$ cat src/include/gpp_pkg.sv
// package for the gpio port: register map, reset values and widths
package gpp_pkg;

   // ==========================================================
   // port geometry
   // ==========================================================
   localparam int          PORT_W      = 8;   // pins in this port
   localparam int          ADDR_W      = 12;  // apb address bits decoded
   localparam int          BLOCK_PITCH = 32'h0000_0040; // spacing of port blocks from gpio base
   localparam logic [2:0]  USB_PIN     = 3'h6; // pin index that is the usb pull-up pin

   // ==========================================================
   // register offsets within one port block
   // ==========================================================
   localparam logic [5:0] OFS_BYPASS     = 6'h00;
   localparam logic [5:0] OFS_DIRECTION  = 6'h04;
   localparam logic [5:0] OFS_DRIVE_EN   = 6'h08;
   localparam logic [5:0] OFS_DRIVE_LVL  = 6'h0C;
   localparam logic [5:0] OFS_PIN_LEVEL  = 6'h10;
   localparam logic [5:0] OFS_BLOCK      = 6'h14;
   localparam logic [5:0] OFS_UNBLOCK_WR = 6'h18;
   localparam logic [5:0] OFS_BLOCK_WR   = 6'h1C;
   localparam logic [5:0] OFS_FLAGS      = 6'h20;
   localparam logic [5:0] OFS_KIND       = 6'h24;
   localparam logic [5:0] OFS_POLARITY   = 6'h28;
   localparam logic [5:0] OFS_BOTH_EDGES = 6'h2C;

   // ==========================================================
   // reset values
   // ==========================================================
   localparam logic [7:0] RST_BYPASS    = 8'h40;  // usb pull-up pin starts bypassed
   localparam logic [7:0] RST_DIRECTION = 8'hFF;
   localparam logic [7:0] RST_DRIVE_EN  = 8'h00;
   localparam logic [7:0] RST_DRIVE_LVL = 8'h00;
   localparam logic [7:0] RST_BLOCK     = 8'hFF;
   localparam logic [7:0] RST_FLAGS     = 8'h00;
   localparam logic [7:0] RST_KIND      = 8'h00;
   localparam logic [7:0] RST_POLARITY  = 8'h00;
   localparam logic [7:0] RST_BOTH      = 8'h00;

   typedef logic [PORT_W-1:0] gpp_pins_t;

endpackage : gpp_pkg

$ cat src/gpp_port.sv
// one gpio port: pin muxing, bypass, event detection, apb registers
//
// Functional notes
// RULE1: bypass bit 1 hands pin output, enable and direction to peripheral.
// RULE2: bypass paths are combinational, never latched or registered.
// RULE3: bypassed pin ignores gpio direction and drive enable settings.
// RULE4: direction 1 is input, 0 is output; resets to all ones.
// RULE5: drive enable gates output buffer only in gpio output mode.
// RULE6: in gpio input mode active-low pad enable stays at 1.
// RULE7: output value reaches pad only in gpio output mode.
// RULE8: input value register reads current pin levels in any mode.
// RULE9: block bit 1 excludes event from interrupt; read-only, resets ones.
// RULE10: unblock write clears block bits written with one.
// RULE11: block write sets block bits written with one.
// RULE12: events set flags regardless of block; reading flags clears all.
// RULE13: trigger kind 1 is level-sensitive, 0 edge-sensitive.
// RULE14: polarity 1 is high or rising, 0 low or falling.
// RULE15: both-edges bit makes any edge an event; ignored for level.
// RULE16: one level interrupt, OR of unblocked flags.
// RULE17: one bit per pin at low positions, rest reserved.
// RULE18: port blocks sit 0x40 apart from gpio base.
// RULE19: after power-on reset pins are gpio inputs, all events blocked.
// RULE20: usb pull-up pin leaves power-on reset in bypass mode.
// RULE21: state kept through power-down, reset only by power-on reset.
// RULE22: software should disable output and block event before mode change.
// RULE23: pin inputs synchronised; edges from successive synchronised samples.
// RULE24: reserved bits read zero, writes to them ignored.
`timescale 1ns/1ps
`default_nettype none

module gpp_port
   import gpp_pkg::*;
#(
   parameter logic [ADDR_W-1:0] PORT_BASE = 12'h000 // this port's block offset
)
(
   input  wire logic              CLOCK_I,
   input  wire logic              RST_N_I,
   // apb slave
   input  wire logic              PSEL_I,
   input  wire logic              PENABLE_I,
   input  wire logic              PWRITE_I,
   input  wire logic [ADDR_W-1:0] PADDR_I,
   input  wire logic [31:0]       PWDATA_I,
   output var  logic [31:0]       PRDATA_O,
   output var  logic              PREADY_O,
   output var  logic              PSLVERR_O,
   // pads
   input  wire logic [PORT_W-1:0] PIN_IN_I,
   output logic      [PORT_W-1:0] PIN_OUT_O,
   output logic      [PORT_W-1:0] PIN_OE_N_O,
   // peripheral side for bypass
   input  wire logic [PORT_W-1:0] PERIPH_OUT_I,
   input  wire logic [PORT_W-1:0] PERIPH_OE_N_I,
   output logic      [PORT_W-1:0] PERIPH_IN_O,
   // port interrupt
   output var  logic              PORT_IRQ_O
);

   // ==========================================================
   // state
   // ==========================================================
   typedef struct packed {
      gpp_pins_t   bypass;
      gpp_pins_t   direction;
      gpp_pins_t   drive_en;
      gpp_pins_t   drive_lvl;
      gpp_pins_t   block;
      gpp_pins_t   flags;
      gpp_pins_t   kind;
      gpp_pins_t   polarity;
      gpp_pins_t   both;
      gpp_pins_t   sync1;
      gpp_pins_t   sync2;
      gpp_pins_t   sync3;
      gpp_pins_t   level;       // agreed pin level
      logic [31:0] rdata;
      logic        ready;
      logic        slverr;
      logic        irq;
      gpp_pins_t   gpio_out;
      gpp_pins_t   gpio_oe_n;
   } gpp_state_t;

   gpp_state_t st;
   gpp_state_t next_st;

   // ==========================================================
   // helpers
   // ==========================================================
   // pin-wise merge of a written byte: set bits where mask
   function automatic gpp_pins_t merge_set(input gpp_pins_t cur, input gpp_pins_t msk);
      merge_set = cur | msk;
   endfunction : merge_set

   // widen a pin vector onto the 32-bit read bus, upper bits zero
   function automatic logic [31:0] widen(input gpp_pins_t v);
      widen = {{(32-PORT_W){1'b0}}, v};
   endfunction : widen

   // an offset is mapped when it is word aligned and not above OFS_BOTH_EDGES
   function automatic logic ofs_mapped(input logic [5:0] o);
      ofs_mapped = (o <= OFS_BOTH_EDGES) && (o[1:0] == 2'b00);
   endfunction : ofs_mapped

   // ==========================================================
   // pad and peripheral muxing
   // ==========================================================
   // a bypassed pin passes straight through with no flop, so the owning
   // peripheral keeps its own timing; gpio pins use the registered values
   // RULE1 bypass hands pin over
   // RULE2 combinational bypass path
   // RULE3 peripheral owns direction
   always_comb
   begin
      for (int i = 0; i < PORT_W; i++)
      begin
         if (st.bypass[i])
         begin
            PIN_OUT_O[i]  = PERIPH_OUT_I[i];
            PIN_OE_N_O[i] = PERIPH_OE_N_I[i];
         end
         else
         begin
            PIN_OUT_O[i]  = st.gpio_out[i];
            PIN_OE_N_O[i] = st.gpio_oe_n[i];
         end
      end
   end

   assign PERIPH_IN_O = PIN_IN_I;     // peripheral sees raw pad input

   // every transfer is answered in its access phase with no wait state;
   // a write lands at the setup edge, one cycle before ready is seen
   // apb answers
   assign PRDATA_O   = st.rdata;
   assign PREADY_O   = st.ready;
   assign PSLVERR_O  = st.slverr;
   assign PORT_IRQ_O = st.irq;

   // ==========================================================
   // next-state logic
   // ==========================================================
   // helper nets filled by the next-state process
   logic        setup;
   logic        hit;
   logic [5:0]  ofs;
   gpp_pins_t   wbyte;
   gpp_pins_t   event_now;
   gpp_pins_t   rise;
   gpp_pins_t   fall;

   always_comb
   begin
      next_st = st;
      // only the upper address bits pick the port block, so each port
      // instance serves just its own window of registers and refuses any other address with an error
      // RULE18 block decode
      hit   = (PADDR_I[ADDR_W-1:6] == PORT_BASE[ADDR_W-1:6]);
      ofs   = PADDR_I[5:0];
      // RULE24 reserved bits dropped
      wbyte = PWDATA_I[PORT_W-1:0];
      setup = PSEL_I && !PENABLE_I;

      // the first stage may go metastable, so only the second and third
      // stages are compared; a level that has not held for two samples
      // is treated as noise and the agreed level keeps its old value
      // RULE23 three-stage synchroniser, change once stages agree
      next_st.sync1 = PIN_IN_I;
      next_st.sync2 = st.sync1;
      next_st.sync3 = st.sync2;
      for (int i = 0; i < PORT_W; i++)
      begin
         if (st.sync2[i] == st.sync3[i])
         begin
            next_st.level[i] = st.sync3[i];
         end
      end

      // RULE23 edges from successive samples
      rise = next_st.level & ~st.level;
      fall = ~next_st.level & st.level;
      for (int i = 0; i < PORT_W; i++)
      begin
         // RULE13 level or edge
         if (st.kind[i])
         begin
            // RULE14 high or low level
            event_now[i] = (next_st.level[i] == st.polarity[i]);
         end
         // RULE15 any edge overrides
         else if (st.both[i])
         begin
            event_now[i] = rise[i] | fall[i];
         end
         else
         begin
            // RULE14 rising or falling
            event_now[i] = st.polarity[i] ? rise[i] : fall[i];
         end
      end

      // answer one cycle after setup, access phase sees ready
      next_st.ready  = setup;
      next_st.slverr = 1'b0;
      next_st.rdata  = 32'h0000_0000;

      // a read clear and a fresh event in one cycle must not lose the
      // event, so the events of that cycle are loaded instead of zero
      // RULE12 flags set regardless of block, set wins over read clear
      if (setup && !PWRITE_I && hit && ofs == OFS_FLAGS)
      begin
         next_st.flags = event_now;
      end
      else
      begin
         next_st.flags = merge_set(st.flags, event_now);
      end

      if (setup)
      begin
         if (!hit || !ofs_mapped(ofs))
         begin
            next_st.slverr = 1'b1;        // unmapped address
         end
         else if (PWRITE_I)
         begin
            // read-only offsets fall through, writes there change nothing
            if (ofs == OFS_BYPASS)
            begin
               next_st.bypass = wbyte;
            end
            else if (ofs == OFS_DIRECTION)
            begin
               next_st.direction = wbyte;
            end
            else if (ofs == OFS_DRIVE_EN)
            begin
               next_st.drive_en = wbyte;
            end
            else if (ofs == OFS_DRIVE_LVL)
            begin
               next_st.drive_lvl = wbyte;
            end
            else if (ofs == OFS_UNBLOCK_WR)
            begin
               // RULE10 clear written ones
               next_st.block = st.block & ~wbyte;
            end
            else if (ofs == OFS_BLOCK_WR)
            begin
               // RULE11 set written ones
               next_st.block = merge_set(st.block, wbyte);
            end
            else if (ofs == OFS_KIND)
            begin
               next_st.kind = wbyte;
            end
            else if (ofs == OFS_POLARITY)
            begin
               next_st.polarity = wbyte;
            end
            else if (ofs == OFS_BOTH_EDGES)
            begin
               next_st.both = wbyte;
            end
         end
         else
         begin
            // write-only offsets fall through and read back as zero
            // RULE17 pins in low bits
            if (ofs == OFS_BYPASS)
            begin
               next_st.rdata = widen(st.bypass);
            end
            else if (ofs == OFS_DIRECTION)
            begin
               next_st.rdata = widen(st.direction);
            end
            else if (ofs == OFS_DRIVE_EN)
            begin
               next_st.rdata = widen(st.drive_en);
            end
            else if (ofs == OFS_DRIVE_LVL)
            begin
               next_st.rdata = widen(st.drive_lvl);
            end
            else if (ofs == OFS_PIN_LEVEL)
            begin
               // RULE8 level in any mode
               next_st.rdata = widen(st.level);
            end
            else if (ofs == OFS_BLOCK)
            begin
               // RULE9 block reads back
               next_st.rdata = widen(st.block);
            end
            else if (ofs == OFS_FLAGS)
            begin
               next_st.rdata = widen(st.flags);
            end
            else if (ofs == OFS_KIND)
            begin
               next_st.rdata = widen(st.kind);
            end
            else if (ofs == OFS_POLARITY)
            begin
               next_st.rdata = widen(st.polarity);
            end
            else if (ofs == OFS_BOTH_EDGES)
            begin
               next_st.rdata = widen(st.both);
            end
         end
      end

      // RULE4 direction selects output
      // RULE5 drive enable only in output
      // RULE6 input keeps buffer off
      // RULE7 value only when output
      for (int i = 0; i < PORT_W; i++)
      begin
         if (next_st.direction[i])
         begin
            next_st.gpio_oe_n[i] = 1'b1;
            next_st.gpio_out[i]  = 1'b0;
         end
         else
         begin
            next_st.gpio_oe_n[i] = ~next_st.drive_en[i];
            next_st.gpio_out[i]  = next_st.drive_lvl[i];
         end
      end

      // the line is built from the next flags and block so that it moves
      // on the same edge as the status it summarises, with no extra lag
      // RULE16 or of unblocked flags
      // RULE9 block excludes pin
      next_st.irq = |(next_st.flags & ~next_st.block);
   end

   // ==========================================================
   // registers
   // ==========================================================
   // the synchroniser and agreed level start low; with the reset trigger
   // on falling edges a pin that idles high gives no false event
   // RULE19 inputs and all blocked at reset
   // RULE20 usb pin bypassed at reset
   // RULE21 only power-on reset clears state
   always_ff @(posedge CLOCK_I or negedge RST_N_I)
   begin
      if (!RST_N_I)
      begin
         st           <= '0;
         st.bypass    <= RST_BYPASS;
         st.direction <= RST_DIRECTION;
         st.drive_en  <= RST_DRIVE_EN;
         st.drive_lvl <= RST_DRIVE_LVL;
         st.block     <= RST_BLOCK;
         st.flags     <= RST_FLAGS;
         st.kind      <= RST_KIND;
         st.polarity  <= RST_POLARITY;
         st.both      <= RST_BOTH;
         st.gpio_oe_n <= '1;
      end
      else
      begin
         st <= next_st;
      end
   end

endmodule : gpp_port

`default_nettype wire

$ cat config.mk
export PLATFORM = sky130hd
export DESIGN_NAME = gpp_port
export DESIGN_NICKNAME = d
export VERILOG_FILES = /design/src/include/gpp_pkg.sv /design/src/gpp_port.sv
export SDC_FILE = /design/constraint.sdc
export NUM_CORES = 1
export LEC_CHECK = 0
export ABC_AREA = 1
export ABC_CLOCK_PERIOD_IN_PS = 1700
export BUFFER_PORTS_ARGS = -buffer_cell sky130_fd_sc_hd__buf_4
export CAP_MARGIN = 20
export CORE_UTILIZATION = 50
export CTS_CLUSTER_DIAMETER = 80
export CTS_CLUSTER_SIZE = 12
export DETAILED_ROUTE_END_ITERATION = 16
export PLACE_DENSITY = 0.76
export SLEW_MARGIN = 20
export SYNTH_ARGS = -nofsm -noshare
export SYNTH_HDL_FRONTEND = slang
export SYNTH_SLANG_ARGS = --single-unit
$ cat constraint.sdc
create_clock -name CLOCK_I -period 1.7 [get_ports CLOCK_I]
set_input_delay 0.425 -clock CLOCK_I [delete_from_list [all_inputs] [get_ports CLOCK_I]]
set_output_delay 0.425 -clock CLOCK_I [all_outputs]
set_load 0.02 [all_outputs]
# ---- Word-level counts from Yosys, hierarchy flattened
# Index checks and enable logic that the tools add are counted.
# Widths: inputs -> output; s select.
dict set report totals {
  word_cells 192
  ff_bits 155
  in_bits 73
  out_inout_bits 59
}
dict set report op_classes {
  mux 92
  n_reduce_logical 18
  magnitude_cmp 1
  n_bitwise 35
  n_eq_ne 27
}
# operator count
set ops {}
lappend ops {{$mux 8} 20}
lappend ops {{$mux 32} 4}
lappend ops {{$mux 1} 66}
lappend ops {{$and 8x8->8} 4}
lappend ops {{$not 8->8} 4}
lappend ops {{$eq 6x5->1 const B} 4}
lappend ops {{$eq 6x6->1 const B} 4}
lappend ops {{$mux 24} 1}
lappend ops {{$not 1->1} 17}
lappend ops {{$eq 1x1->1} 16}
lappend ops {{$mux 16} 1}
lappend ops {{$or 8x8->8} 2}
lappend ops {{$eq 6x4->1 const B} 2}
lappend ops {{$logic_not 6->1} 2}
lappend ops {{$reduce_and 12->1} 1}
lappend ops {{$reduce_and 11->1} 1}
lappend ops {{$reduce_and 10->1} 1}
lappend ops {{$or 1x1->1} 8}
lappend ops {{$reduce_or 8->1} 1}
lappend ops {{$eq 6x3->1 const B} 1}
lappend ops {{$le 6x6->1 const B} 1}
lappend ops {{$logic_and 1x1->1} 5}
lappend ops {{$logic_not 1->1} 4}
lappend ops {{$reduce_and 4->1} 1}
lappend ops {{2 further kinds} 2}

# ---- Depth between registers and ports, before layout
# Gate-level depths: netlist (run 1).
dict set report depth {
  word_depth 14
  mapped_depth 14
  mapped_depth_nobuf 14
}

# ---- Worst setup path before layout (run 1)
# No wires, ideal clock.
dict set report synth_timing {
  path_kind {input to register}
  startpoint {input port PADDR_I[9]}
  endpoint {register st[98] (netlist bit)}
  arrival_ps 1627
  slack_ps -51
  n_path_buf 1
  t_required_ps 1576
  cell_stages 11
  setup_time_ps 124
  cell_sequence {nor2_1 > nand2_1 > nor2_1 > nand3_2 > nor2_4 > inv_2 > nor2_8 > nand4_4 > buf_6 > nand2_2 > o21ai_2}
}
dict set report synth_between {
  elab_chain_cells 5
}
# item line
set synth_rtl {}
lappend synth_rtl {{start: declaration} gpp_port.sv:43} ;# input wire logic [ADDR_W-1:0] PADDR_I,
lappend synth_rtl {{$logic_not 6->1} gpp_port.sv:159} ;# hit = (PADDR_I[ADDR_W-1:6] == PORT_BASE[ADDR_W-1:6]);
lappend synth_rtl {{$logic_not 1->1} gpp_port.sv:222} ;# if (!hit || !ofs_mapped(ofs))
lappend synth_rtl {{$logic_or 1x1->1} gpp_port.sv:222}
lappend synth_rtl {{$not 1->1 (no line)} --}
lappend synth_rtl {{$reduce_and 11->1 (no line)} --}
lappend synth_rtl {{end signal: assignment} gpp_port.sv:368} ;# st <= next_st;
lappend synth_rtl {{end: declaration} gpp_port.sv:85} ;# gpp_state_t st;
# Every way passes these cells.
# A chain may end at the register's enable or synchronous reset.

# ---- Worst setup path in the final report (run 1)
dict set report layout_timing {
  startpoint {register st[153] (netlist bit)}
  endpoint {output port PIN_OE_N_O[6]}
}
dict set report layout_between {
  elab_chain_cells 1
}
# item line
set layout_rtl {}
lappend layout_rtl {{$mux 1} gpp_port.sv:118} ;# if (st.bypass[i])
lappend layout_rtl {{end: declaration} gpp_port.sv:51} ;# output logic [PORT_W-1:0] PIN_OE_N_O,
# Every way passes these cells.

==> results of run 1 <==
==> per-stage QoR <==
stage	power [mW]	area [um2]	worst slack [ns]	hold slack, ns	cells
3_3_place_gp	3.948	8157	-0.2493	0.3337	1081
2_1_floorplan	3.602	6942	0.01129	0.1294	790
3_5_place_dp	3.966	8157	-0.2851	0.3347	1081
4_1_cts	8.214	9107	-0.1905	0.1034	1130
6_report	8.219	9183	-0.1844	0.1129	1132
5_1_grt	8.463	9183	-0.2494	0.09906	1132
==> registers in the layout (all words and copies together) (netlist names) <==
signal / flops
st: 104
next_st: 16
PRDATA_O: 8
PORT_IRQ_O: 1
PREADY_O: 1
PSLVERR_O: 1
==> worst max-delay path, stage by stage (launching register included) <==
cell and delay [ns]:
dfstp_2 0.58, mux2_4 0.32, buf_6 0.13
==> how the worst max path moves through the flow <==
stage	startpoint	end	slack, ns	cells after the start
floorplan	PSEL_I	st[106]$_DFFE_PN0P_	0.01	12
global placement	PADDR_I[7]	st[86]$_DFFE_PN0P_	-0.25	12
detailed placement	PADDR_I[11]	st[87]$_DFFE_PN0P_	-0.29	12
CTS	st[153]$_DFFE_PN1P_	PIN_OE_N_O[6]	-0.19	2
global route	st[52]$_DFF_PN0_	PORT_IRQ_O$_DFF_PN0_	-0.25	12
finish	st[153]$_DFFE_PN1P_	PIN_OE_N_O[6]	-0.18	2
==> kinds of logic after synthesis <==
logic type      after synthesis  share of synthesized area
simple gates                309                     0.2181
other cells                   1                  0.0005483
buf+inv                     150                     0.1121
fa+ha+maj                    16                    0.02927
mux                          16                    0.02634
xor+xnor                      1                   0.001281
flops                       131                     0.4839
compound gates              143                     0.1284
==> synthesized netlist by cell type (all sizes together) <==
| cell | count |
|---|---|
| mux2 | 16 |
| and2 | 8 |
| dfrtp | 106 |
| o21ai | 85 |
| o21bai | 5 |
| nand4 | 5 |
| xor2 | 1 |
| o221ai | 1 |
| nor2 | 46 |
| dfstp | 25 |
| or2 | 2 |
| o21a | 8 |
| o211ai | 10 |
| a21oi | 26 |
| o31ai | 1 |
| clkbuf | 3 |
| o22a | 1 |
| buf | 49 |
| ha | 16 |
| a211oi | 2 |
| conb | 1 |
| nand2 | 191 |
| nand3 | 55 |
| a21o | 2 |
| inv | 91 |
| clkinv | 7 |
| nor3 | 1 |
| nor4 | 1 |
| o22ai | 2 |
==> power groups by stage <==
| stage | sequential (mW) | combinational (mW) | clock, mW |
|---|---|---|---|
| global route | 3.21 | 0.858 | 4.40 |
| CTS | 3.20 | 0.753 | 4.26 |
| floorplan | 3.26 | 0.346 | 0 |
| detailed placement | 3.25 | 0.715 | 0 |
| finish | 3.20 | 0.779 | 4.24 |
| global placement | 3.25 | 0.700 | 0 |
==> per-layer routing <==
layer / GRT usage / vias to the layer above / part of all wire / routed length, um
met3: 0.05747 / 28 / 0.056 / 941
met4: 0.08703 / 0 / 0.020 / 331
li1: - / 2777 / - / -
met1: 0.3142 / 2775 / 0.42 / 7104
met2: 0.4203 / 193 / 0.50 / 8472
met5: 0 / - / 0 / 0
==> timing repair <==
action,in CTS,in global routing
buffers inserted,16,2
pin swaps,13,10
resized for setup,42,16
hold buffers,1,0
hold endpoints to repair,20,0
endpoints found under the setup margin,17,19
==> area by class of cell <==
type | instances | area (um2) | share of cell area
clock buffers | 19 | 452.9 | 0.04933
flip-flops and latches | 131 | 3309 | 0.3604
repair buffers | 186 | 1600 | 0.1743
clock inverters | 13 | 229.0 | 0.02494
multi-input cells | 509 | 3000 | 0.3267
inverters | 98 | 370.4 | 0.04033
well taps | 176 | 220.2 | 0.02398
==> impl_results.md, run 1 <==
* RSZ-0062 raised after global routing: true
* Ports at 132
* Sequential share of power at 0.389
* Vias at 5,773
* Comb pwr share at 0.095
* Setup WS post-layout at -0.1844 ns
* Sw frac at 0.2294
* Clk root buf: clkbuf_16
* Post-Synthesis Cells at 767
* Failing checks: setup timing
* Commonest non-fill, non-tap cell in the layout: nand2_1
* Cell area after synthesis at 6839 um2
* Number of global-route vias before repair at 5,750
* Ant. Diodes at 0
* Syn. warnings at 0
* Starting Density at 0.5144
* Peak supply drop at 0.9294 mV
* Synthesized flop and latch total at 131
* Hold Startpoint: PIN_IN_I[6]
* Die height at 119.0 um
* Register area share after synthesis at 0.4839
* Placement Rows at 42
* Dpl hpwl at 11.74 mm
* Reg2Reg Setup Slack at -0.07 ns
* Initial DRC count at 416
* Max Clk Rate at 0.5307 GHz
* Total GRT Usage at 0.2493
* H-tree depth at 4
* Worst EP arrival at 1.46 ns
* Final Wtd Congestion at 0.8471
* Final #Nets at 1,032
* Final wirelength at 16.85 mm
* Area Overhead vs Synth at 34.27%
* Vias per inst at 5.100
* Initial antenna violation count at 0
* CTS tree: built
* Hold EP: next_st[73]$_DFF_PN0_
* Final clock skew at 0.006965 ns
* Die Width at 119.0 um
* Fillcell total at 1,007
* R2R Path End: PORT_IRQ_O$_DFF_PN0_
* Worst Setup End Kind: primary output
* Pleak at 4.550 nW
* Drt first pass iters at 5
* RR Startpoint: st[65]$_DFF_PN0_
* Startpoint Class: flip-flop
* Final hold violation count at 0
* Largest net degree at the start of global routing at 39
* Syn_area_per_cell at 8.917 um2
* Post-synth cell types at 45
* CTS Buf Count at 17
* Die area at 14,150 um2
* Port Buffers at 83
* Synth top area cells: dfrtp_1 (39%), nand2_1 (10%), dfstp_2 (9.6%), buf_4 (4.5%), inv_1 (4.4%)
* CP max FO at 4
* Status: complete, but fails checks
* Most frequent cells in the layout: nand2_1 (177), buf_4 (157), dfrtp_1 (106)
* Sink Count at 131
* Post-route core utilization at 0.6907
* Wire length per cell at 14.88 um
* Max Root-Sink Buffers at 2
* Min cycle time layout at 1.884 ns
* Max-Cap Viols at 0
* Synth top area share at 0.3879
* Pwr/cell area at 895.0 nW/um2
* First-pass GRT wire length at 27.18 mm
* Worst endpoint required time at 1.27 ns
* Sw Pwr at 1.885 mW
* Slew Limit Fails at 0
* Final setup violation count at 17
* Period utilization at 1.108
* Reg clk slew, reported paths at 0.06 ns
* Post-route setup TNS at -0.7283 ns
* Core ar. at 13,300 um2
* Clock Latency Late Sink at 0.43 ns
* Tightest Hold Check Type: input pin to flip-flop
* Pint at 6.333 mW
* Crit path kind: flip-flop to primary output
* Fraction of layout instances using a drive strength above 1 at 0.3588
* Clk pwr share at 0.516
* Cell taking the most area after synthesis: dfrtp_1
* Congestion Overflow GR at 0
* WHS Path Cells at 1
* Reg2Reg Depth at 11
* DRC viols at 0
* ANT nets after route at 0
Note: power is estimated with default switching activity, not from simulation.
==> inputs of run 2 (changes only) <==
--- a/config.mk
+++ b/config.mk
@@ -8,12 +8,12 @@
 export ABC_AREA = 1
 export ABC_CLOCK_PERIOD_IN_PS = 1700
 export BUFFER_PORTS_ARGS = -buffer_cell sky130_fd_sc_hd__buf_4
-export CAP_MARGIN = 20
 export CORE_UTILIZATION = 50
-export CTS_CLUSTER_DIAMETER = 80
+export CTS_CLUSTER_DIAMETER = 30
 export CTS_CLUSTER_SIZE = 12
 export DETAILED_ROUTE_END_ITERATION = 16
 export PLACE_DENSITY = 0.76
+export RECOVER_POWER = 25
 export SLEW_MARGIN = 20
 export SYNTH_ARGS = -nofsm -noshare
 export SYNTH_HDL_FRONTEND = slang
==> run 2 against run 1 <==
Net effect: the run still ends with setup timing left; final area fell by 0.46%; non-clock buffer count did not move; combinational power fell by 2%; clock-buffer cell count did not move; worst setup slack got worse by 0.0064 ns; maximum frequency fell by 0.34%; via count rose by 0.36%; critical endpoint unchanged.
==> impl_results.md, run 2 (synthesis gave the netlist of run 1 again) <==
* R2R Path End: PORT_IRQ_O$_DFF_PN0_ (unchanged)
* Dpl hpwl at 11.74 mm (unchanged)
* Clk root buf: clkbuf_16 (unchanged)
* Tightest Hold Check Type: input pin to flip-flop (unchanged)
* CP max stage delay at 0.59 ns (was 0.58 ns)
* CTS tree: built (unchanged)
* Ports at 132 (unchanged)
* Sink Count at 131 (unchanged)
* ANT nets after route at 0 (unchanged)
* Non-filler cells, final at 1,132 (unchanged)
* Startpoint Class: flip-flop (unchanged)
* Max Clk Rate at 0.5289 GHz (was 0.5307 GHz)
* Placed insts at 1,081 (unchanged)
* Vias at 5,794 (was 5,773)
* Crit path kind: flip-flop to primary output (unchanged)
* Worst Tran Pin Value at 0.8568 ns
* Final Wtd Congestion at 0.8471 (unchanged)
* Final hold violation count at 0 (unchanged)
* Post-route core utilization at 0.6875 (was 0.6907)
* Worst Setup End Kind: primary output (unchanged)
* Max reg flops at 104 (unchanged)
* Pleak at 4.531 nW (was 4.550 nW)
* Placement Rows at 42 (unchanged)
* RR Startpoint: st[51]$_DFF_PN0_ (was st[65]$_DFF_PN0_)
* Initial antenna violation count at 0 (unchanged)
* RSZ-0062 raised after global routing: true (unchanged)
* Starting Density at 0.5144 (unchanged)
* Max Root-Sink Buffers at 2 (unchanged)
* Core ar. at 13,300 um2 (unchanged)
* Reg2Reg Depth at 14 (was 11)
* Setup WS post-layout at -0.1907 ns (was -0.1844 ns)
* CTS Buf Count at 17 (unchanged)
* DRC viols at 0 (unchanged)
* Final wirelength at 16.92 mm (was 16.85 mm)
* Post-route setup TNS at -1.628 ns (was -0.7283 ns)
* Final #Nets at 1,032 (unchanged)
* Drt first pass iters at 7 (was 5)
* Worst EP arrival at 1.47 ns (was 1.46 ns)
* Worst endpoint required time at 1.27 ns (about the same)
* Die Width at 119.0 um (unchanged)
* Die area at 14,150 um2 (unchanged)
* CP endpoint: PIN_OE_N_O[6] (unchanged)
* Reg clk slew, reported paths at 0.06 ns (about the same)
* Failing checks: setup timing (unchanged)
* Final clock skew at 0.007230 ns (was 0.006965 ns)
* CP max-delay cell: dfstp_2 (unchanged)
* Wire length per cell at 14.94 um (was 14.88 um)
* Ant. Diodes at 0 (unchanged)
* Biggest register: st (unchanged)
* Most frequent cells in the layout: nand2_1 (177), buf_4 (150), dfrtp_1 (106) (was nand2_1 (177), buf_4 (157), dfrtp_1 (106))
* Commonest non-fill, non-tap cell in the layout: nand2_1 (unchanged)
* Total GRT Usage at 0.2493 (unchanged)
* Initial DRC count at 369 (was 416)
* Max_slew headroom at 0.4288
* Clock Latency Late Sink at 0.43 ns (about the same)
* Vias per inst at 5.118 (was 5.100)
* Die height at 119.0 um (unchanged)
* Pwr/cell area at 897.4 nW/um2 (was 895.0 nW/um2)
* Min cycle time layout at 1.891 ns (was 1.884 ns)
* Largest net degree at the start of global routing at 39 (unchanged)
* Critical Path Start: st[153]$_DFFE_PN1P_ (unchanged)
* Congestion Overflow GR at 0 (unchanged)
* Peak supply drop at 0.9424 mV (was 0.9294 mV)
* Status: complete, but fails checks (unchanged)
* First-pass GRT wire length at 27.18 mm (unchanged)
* Port Buffers at 83 (unchanged)
* Fillcell total at 1,015 (was 1,007)
* Area Overhead vs Synth at 33.64% (was 34.27%)
* Reg2Reg Setup Slack at -0.08 ns (was -0.07 ns)
* Fraction of layout instances using a drive strength above 1 at 0.3567 (was 0.3588)
* Final setup violation count at 34 (was 17)
* H-tree depth at 4 (unchanged)
* Number of global-route vias before repair at 5,750 (unchanged)
* Reg area at 3309 um2 (unchanged)
* Period utilization at 1.112 (was 1.108)
* Max-Cap Viols at 0 (unchanged)
* Slew Limit Fails at 0 (unchanged)
* Area of the multi-input gates at 2977 um2 (was 3000 um2)
* CP max FO at 4 (unchanged)
* Crit path cell chain: mux2_4, buf_6 (unchanged)
==> run 2: cell types whose count changed in the layout (fill, tap and decap cells not counted), sizes merged <==
| cell | change |
|---|---|
| buf | -9 |
| clkbuf | +9 |
==> run 2: metal layers <==
layer	wire length, um	global-route usage	vias to the layer above
li1	-	-	2781
met1	7110	0.3142	2789
met4	378	0.08703	0
met3	939	0.05747	31
met5	0	0	-
met2	8488	0.4203	193
==> run 2: worst min path at each step <==
stage	startpoint	end	cells after the start
5_1_grt	PIN_IN_I[6]	next_st[73]$_DFF_PN0_	1
6_report	PIN_IN_I[6]	next_st[73]$_DFF_PN0_	1
3_5_place_dp	next_st[71]$_DFF_PN0_	next_st[63]$_DFF_PN0_	0
4_1_cts	PIN_IN_I[6]	next_st[73]$_DFF_PN0_	1
2_1_floorplan	RST_N_I	PORT_IRQ_O$_DFF_PN0_	0
3_3_place_gp	next_st[69]$_DFF_PN0_	next_st[61]$_DFF_PN0_	0
==> run 2: timing repair <==
action,in CTS,in global routing
hold endpoints to repair,20,0
pin swaps,13,10
endpoints found under the setup margin,17,19
gates resized for setup,42,16
hold buffers,1,0
buffers inserted,16,2
==> run 2: report_power, final <==
| part | leakage [nW] | switching (mW) | internal, mW |
|---|---|---|---|
| Sequential | 1.62 | 0.0262 | 3.17 |
| Clock | 0.322 | 1.41 | 2.82 |
| Combinational | 2.59 | 0.439 | 0.326 |
==> run 2: worst max-delay path: cells and delay by family (launching register included) <==
family   cells  cell delay, ns
buf+inv      1            0.13
mux          1            0.32
flops        1            0.59
==> run 2: area by class of cell <==
type                            instances  share of cell area
Clock buffer                           19             0.04956
Tap cell                              176             0.02409
Sequential cell                       131              0.3621
Clock inverter                         13             0.02505
Inverter                               98             0.04052
Multi-Input combinational cell        509              0.3257
Timing Repair Buffer                  186              0.1730
==> run 2: per-stage QoR <==
step / hold WS [ns] / worst slack [ns] / instance area [um2] / power (mW)
6_report: 0.1381 / -0.1907 / 9140 / 8.203
5_1_grt: 0.1234 / -0.2494 / 9140 / 8.450
4_1_cts: 0.1034 / -0.1905 / 9107 / 8.214
3_5_place_dp: 0.3347 / -0.2851 / 8157 / 3.966
3_3_place_gp: 0.3337 / -0.2493 / 8157 / 3.948
2_1_floorplan: 0.1294 / 0.01129 / 6942 / 3.602
==> inputs of run 3 (changes only) <==
--- a/config.mk
+++ b/config.mk
@@ -6,7 +6,7 @@
 export NUM_CORES = 1
 export LEC_CHECK = 0
 export ABC_AREA = 1
-export ABC_CLOCK_PERIOD_IN_PS = 1700
+export ABC_CLOCK_PERIOD_IN_PS = 1500
 export BUFFER_PORTS_ARGS = -buffer_cell sky130_fd_sc_hd__buf_4
 export CORE_UTILIZATION = 50
 export CTS_CLUSTER_DIAMETER = 30
==> constraint.sdc (replaced) <==
create_clock -name CLOCK_I -period 1.5 [get_ports CLOCK_I]
set_input_delay 0.375 -clock CLOCK_I [delete_from_list [all_inputs] [get_ports CLOCK_I]]
set_output_delay 0.375 -clock CLOCK_I [all_outputs]
set_load 0.02 [all_outputs]
==> run 3 against run 2 <==
Net effect: the flow still finishes with violations (setup timing); sequential share of layout area is 2.4 points lower; global-route usage is 2.5 points higher; clock power fell by 9.7%; first-iteration DRC count grew 31%; clock-buffer cell count grew 8; non-clock buffer count up 50; combinational power grew 53%; final area up 7.0%; flip-flop and latch count unchanged; critical endpoint is now PIN_OUT_O[6]; via count grew 7.8%; clock skew is 0.0019 ns lower.
==> impl_results.md, run 3 (synthesis gave the netlist of run 1 again) <==
* Status: complete, but fails checks (unchanged)
* Failing checks: setup timing (unchanged)
* Placement Rows at 42 (unchanged)
* Most frequent cells in the layout: buf_4 (180), nand2_1 (158), dfrtp_1 (105) (was nand2_1 (177), buf_4 (150), dfrtp_1 (106))
* Max_slew headroom at 0.3040 (was 0.4288)
* Area Overhead vs Synth at 43.03% (was 33.64%)
* Fillcell total at 923 (was 1,015)
* Hold EP: next_st[71]$_DFF_PN0_ (was next_st[73]$_DFF_PN0_)
* Drt first pass iters at 5 (was 7)
* Uppermost layer routed: met4 (unchanged)
* Fraction of layout instances using a drive strength above 1 at 0.4381 (was 0.3567)
* Total GRT Usage at 0.2743 (was 0.2493)
* Peak supply drop at 0.8274 mV (was 0.9424 mV)
* Congestion Overflow GR at 0 (unchanged)
* Slew Limit Fails at 0 (unchanged)
* Reg2Reg Depth at 13 (was 14)
* Core ar. at 13,300 um2 (unchanged)
* Crit path kind: flip-flop to primary output (unchanged)
* Area of the multi-input gates at 3308 um2 (was 2977 um2)
* CP max stage delay at 0.56 ns (was 0.59 ns)
* Post-placement worst setup slack at -0.5245 ns (was -0.2851 ns)
* Final wirelength at 19.87 mm (was 16.92 mm)
* Worst endpoint required time at 1.12 ns (was 1.27 ns)
* Ports at 132 (unchanged)
* Die area at 14,150 um2 (unchanged)
* Hold Startpoint: PIN_IN_I[4] (was PIN_IN_I[6])
* Crit path buffers/inverters at 1 (unchanged)
* Startpoint Class: flip-flop (unchanged)
* Met3 WL post-DR at 1.376 mm (was 939 um)
* Met2 routed wirelength at 10.10 mm (was 8.488 mm)
* RSZ-0062 raised after global routing: true (unchanged)
* Pwr/cell area at 881.9 nW/um2 (was 897.4 nW/um2)
* Clk root buf: clkbuf_16 (unchanged)
* Max-Cap Viols at 0 (unchanged)
* Sink Count at 131 (unchanged)
* Port Buffers at 83 (unchanged)
* Dpl hpwl at 12.11 mm (was 11.74 mm)
* CP max-delay cell: dfstp_2 (unchanged)
* Setup WS post-layout at -0.2893 ns (was -0.1907 ns)
* Final hold violation count at 0 (unchanged)
* CTS tree: built (unchanged)
* Max reg flops at 104 (unchanged)
* Final setup violation count at 27 (was 34)
* Worst Setup End Kind: primary output (unchanged)
* Ant. Diodes at 0 (unchanged)
* R2R Path End: PORT_IRQ_O$_DFF_PN0_ (unchanged)
* Tightest Hold Check Type: input pin to flip-flop (unchanged)
* WHS Path Cells at 1 (unchanged)
* Non-filler cells, final at 1,185 (was 1,132)
* H-tree depth at 4 (unchanged)
* Reg2Reg Setup Slack at -0.22 ns (was -0.08 ns)
* Die height at 119.0 um (unchanged)
* CTS Buf Count at 17 (unchanged)
* Final Wtd Congestion at 0.8829 (was 0.8471)
* Worst EP arrival at 1.41 ns (was 1.47 ns)
* Max Root-Sink Buffers at 2 (unchanged)
* Final clock skew at 0.005282 ns (was 0.007230 ns)
* Top delay family on crit path: flip-flops (unchanged)
* Placed Area at 8322 um2 (was 8157 um2)
* ANT nets after route at 0 (unchanged)
* Wire length per cell at 16.77 um (was 14.94 um)
* Period utilization at 1.193
* Post-route cell area at 9782 um2 (was 9140 um2)
* Min cycle time layout at 1.789 ns
* Placed insts at 1,100 (was 1,081)
* Max Clk Rate at 0.5589 GHz
* Final #Nets at 1,085 (was 1,032)
* Crit path cell chain: mux2_4, buf_6 (unchanged)
* Vias per inst at 5.273 (was 5.118)
* Largest net degree at the start of global routing at 39 (unchanged)
* Number of global-route vias before repair at 6,078 (was 5,750)
* DRC viols at 0 (unchanged)
* Initial antenna violation count at 0 (unchanged)
* Die Width at 119.0 um (unchanged)
* RR Startpoint: next_st[65]$_DFF_PN0_ (was st[51]$_DFF_PN0_)
* Critical path depth at 2 (unchanged)
* Initial DRC count at 483 (was 369)
* Clock Latency Late Sink at 0.42 ns (was 0.43 ns)
* CP max FO at 3 (was 4)
* Pleak at 4.784 nW (was 4.531 nW)
* Commonest non-fill, non-tap cell in the layout: buf_4 (was nand2_1)
* Starting Density at 0.5144 (unchanged)
* First-pass GRT wire length at 29.79 mm (was 27.18 mm)
* Reg area at 3311 um2 (was 3309 um2)
* Biggest register: st (unchanged)
* WL met1 at 7.875 mm (was 7.110 mm)
* Reg clk slew, reported paths at 0.05 ns (was 0.06 ns)
* Worst Tran Pin Value at 1.044 ns (was 0.8568 ns)
* Post-route setup TNS at -3.198 ns (was -1.628 ns)
* Vias at 6,248 (was 5,794)
==> run 3: cell types whose count changed in the layout (fill, tap and decap cells not counted), moves of 9 or more <==
cell	previous run	this run
buf_4	150	180
buf_6	16	36
nand2_1	177	158
nand2_2	12	22
nand2_4	2	12
clkbuf_1	0	9
==> run 3: final cells by class <==
cell class	count	share of cell area
clock buffers	27	0.04937
clock inverters	5	0.005372
inverters	98	0.03825
multi-input cells	512	0.3382
flip-flops and latches	131	0.3385
well taps	176	0.02251
repair buffers	236	0.2079
==> run 3: metrics by stage <==
stage               hold WS (ns)    util  power (mW)
floorplan                0.07941       -       4.100
global placement          0.3124  0.6259       4.555
detailed placement        0.3100  0.6259       4.573
CTS                      0.06168  0.7021       8.516
global route             0.08704  0.7357       8.909
finish                   0.09068  0.7357       8.627
==> run 3: power by group <==
part | switching (mW) | internal [mW]
registers | 0.0329 | 3.60
clock network | 1.47 | 2.36
logic | 0.613 | 0.552
==> run 3: worst max path at each step <==
| stage | from | to | slack [ns] |
|---|---|---|---|
| finish | st[153]$_DFFE_PN1P_ | PIN_OUT_O[6] | -0.29 |
| global route | st[52]$_DFF_PN0_ | PORT_IRQ_O$_DFF_PN0_ | -0.34 |
| floorplan | PADDR_I[7] | st[14]$_DFF_PN0_ | -0.13 |
| CTS | st[153]$_DFFE_PN1P_ | PIN_OUT_O[6] | -0.30 |
| global placement | PADDR_I[7] | st[15]$_DFF_PN0_ | -0.43 |
| detailed placement | PADDR_I[7] | st[8]$_DFF_PN0_ | -0.52 |
==> run 3: what timing repair did <==
action / CTS / global route
gates cloned: 1 / 3
pin swaps: 22 / 46
setup endpoints to repair: 35 / 60
setup buffers: 36 / 20
endpoints found under the hold margin: 24 / 0
gates resized for setup: 64 / 85
hold buffers: 1 / 0
==> run 3: metal layers <==
| metal | vias up | GRT usage |
|---|---|---|
| li1 | 2902 | - |
| met1 | 3024 | 0.3504 |
| met2 | 278 | 0.4689 |
| met3 | 44 | 0.04981 |
| met4 | 0 | 0.09256 |
| met5 | - | 0 |
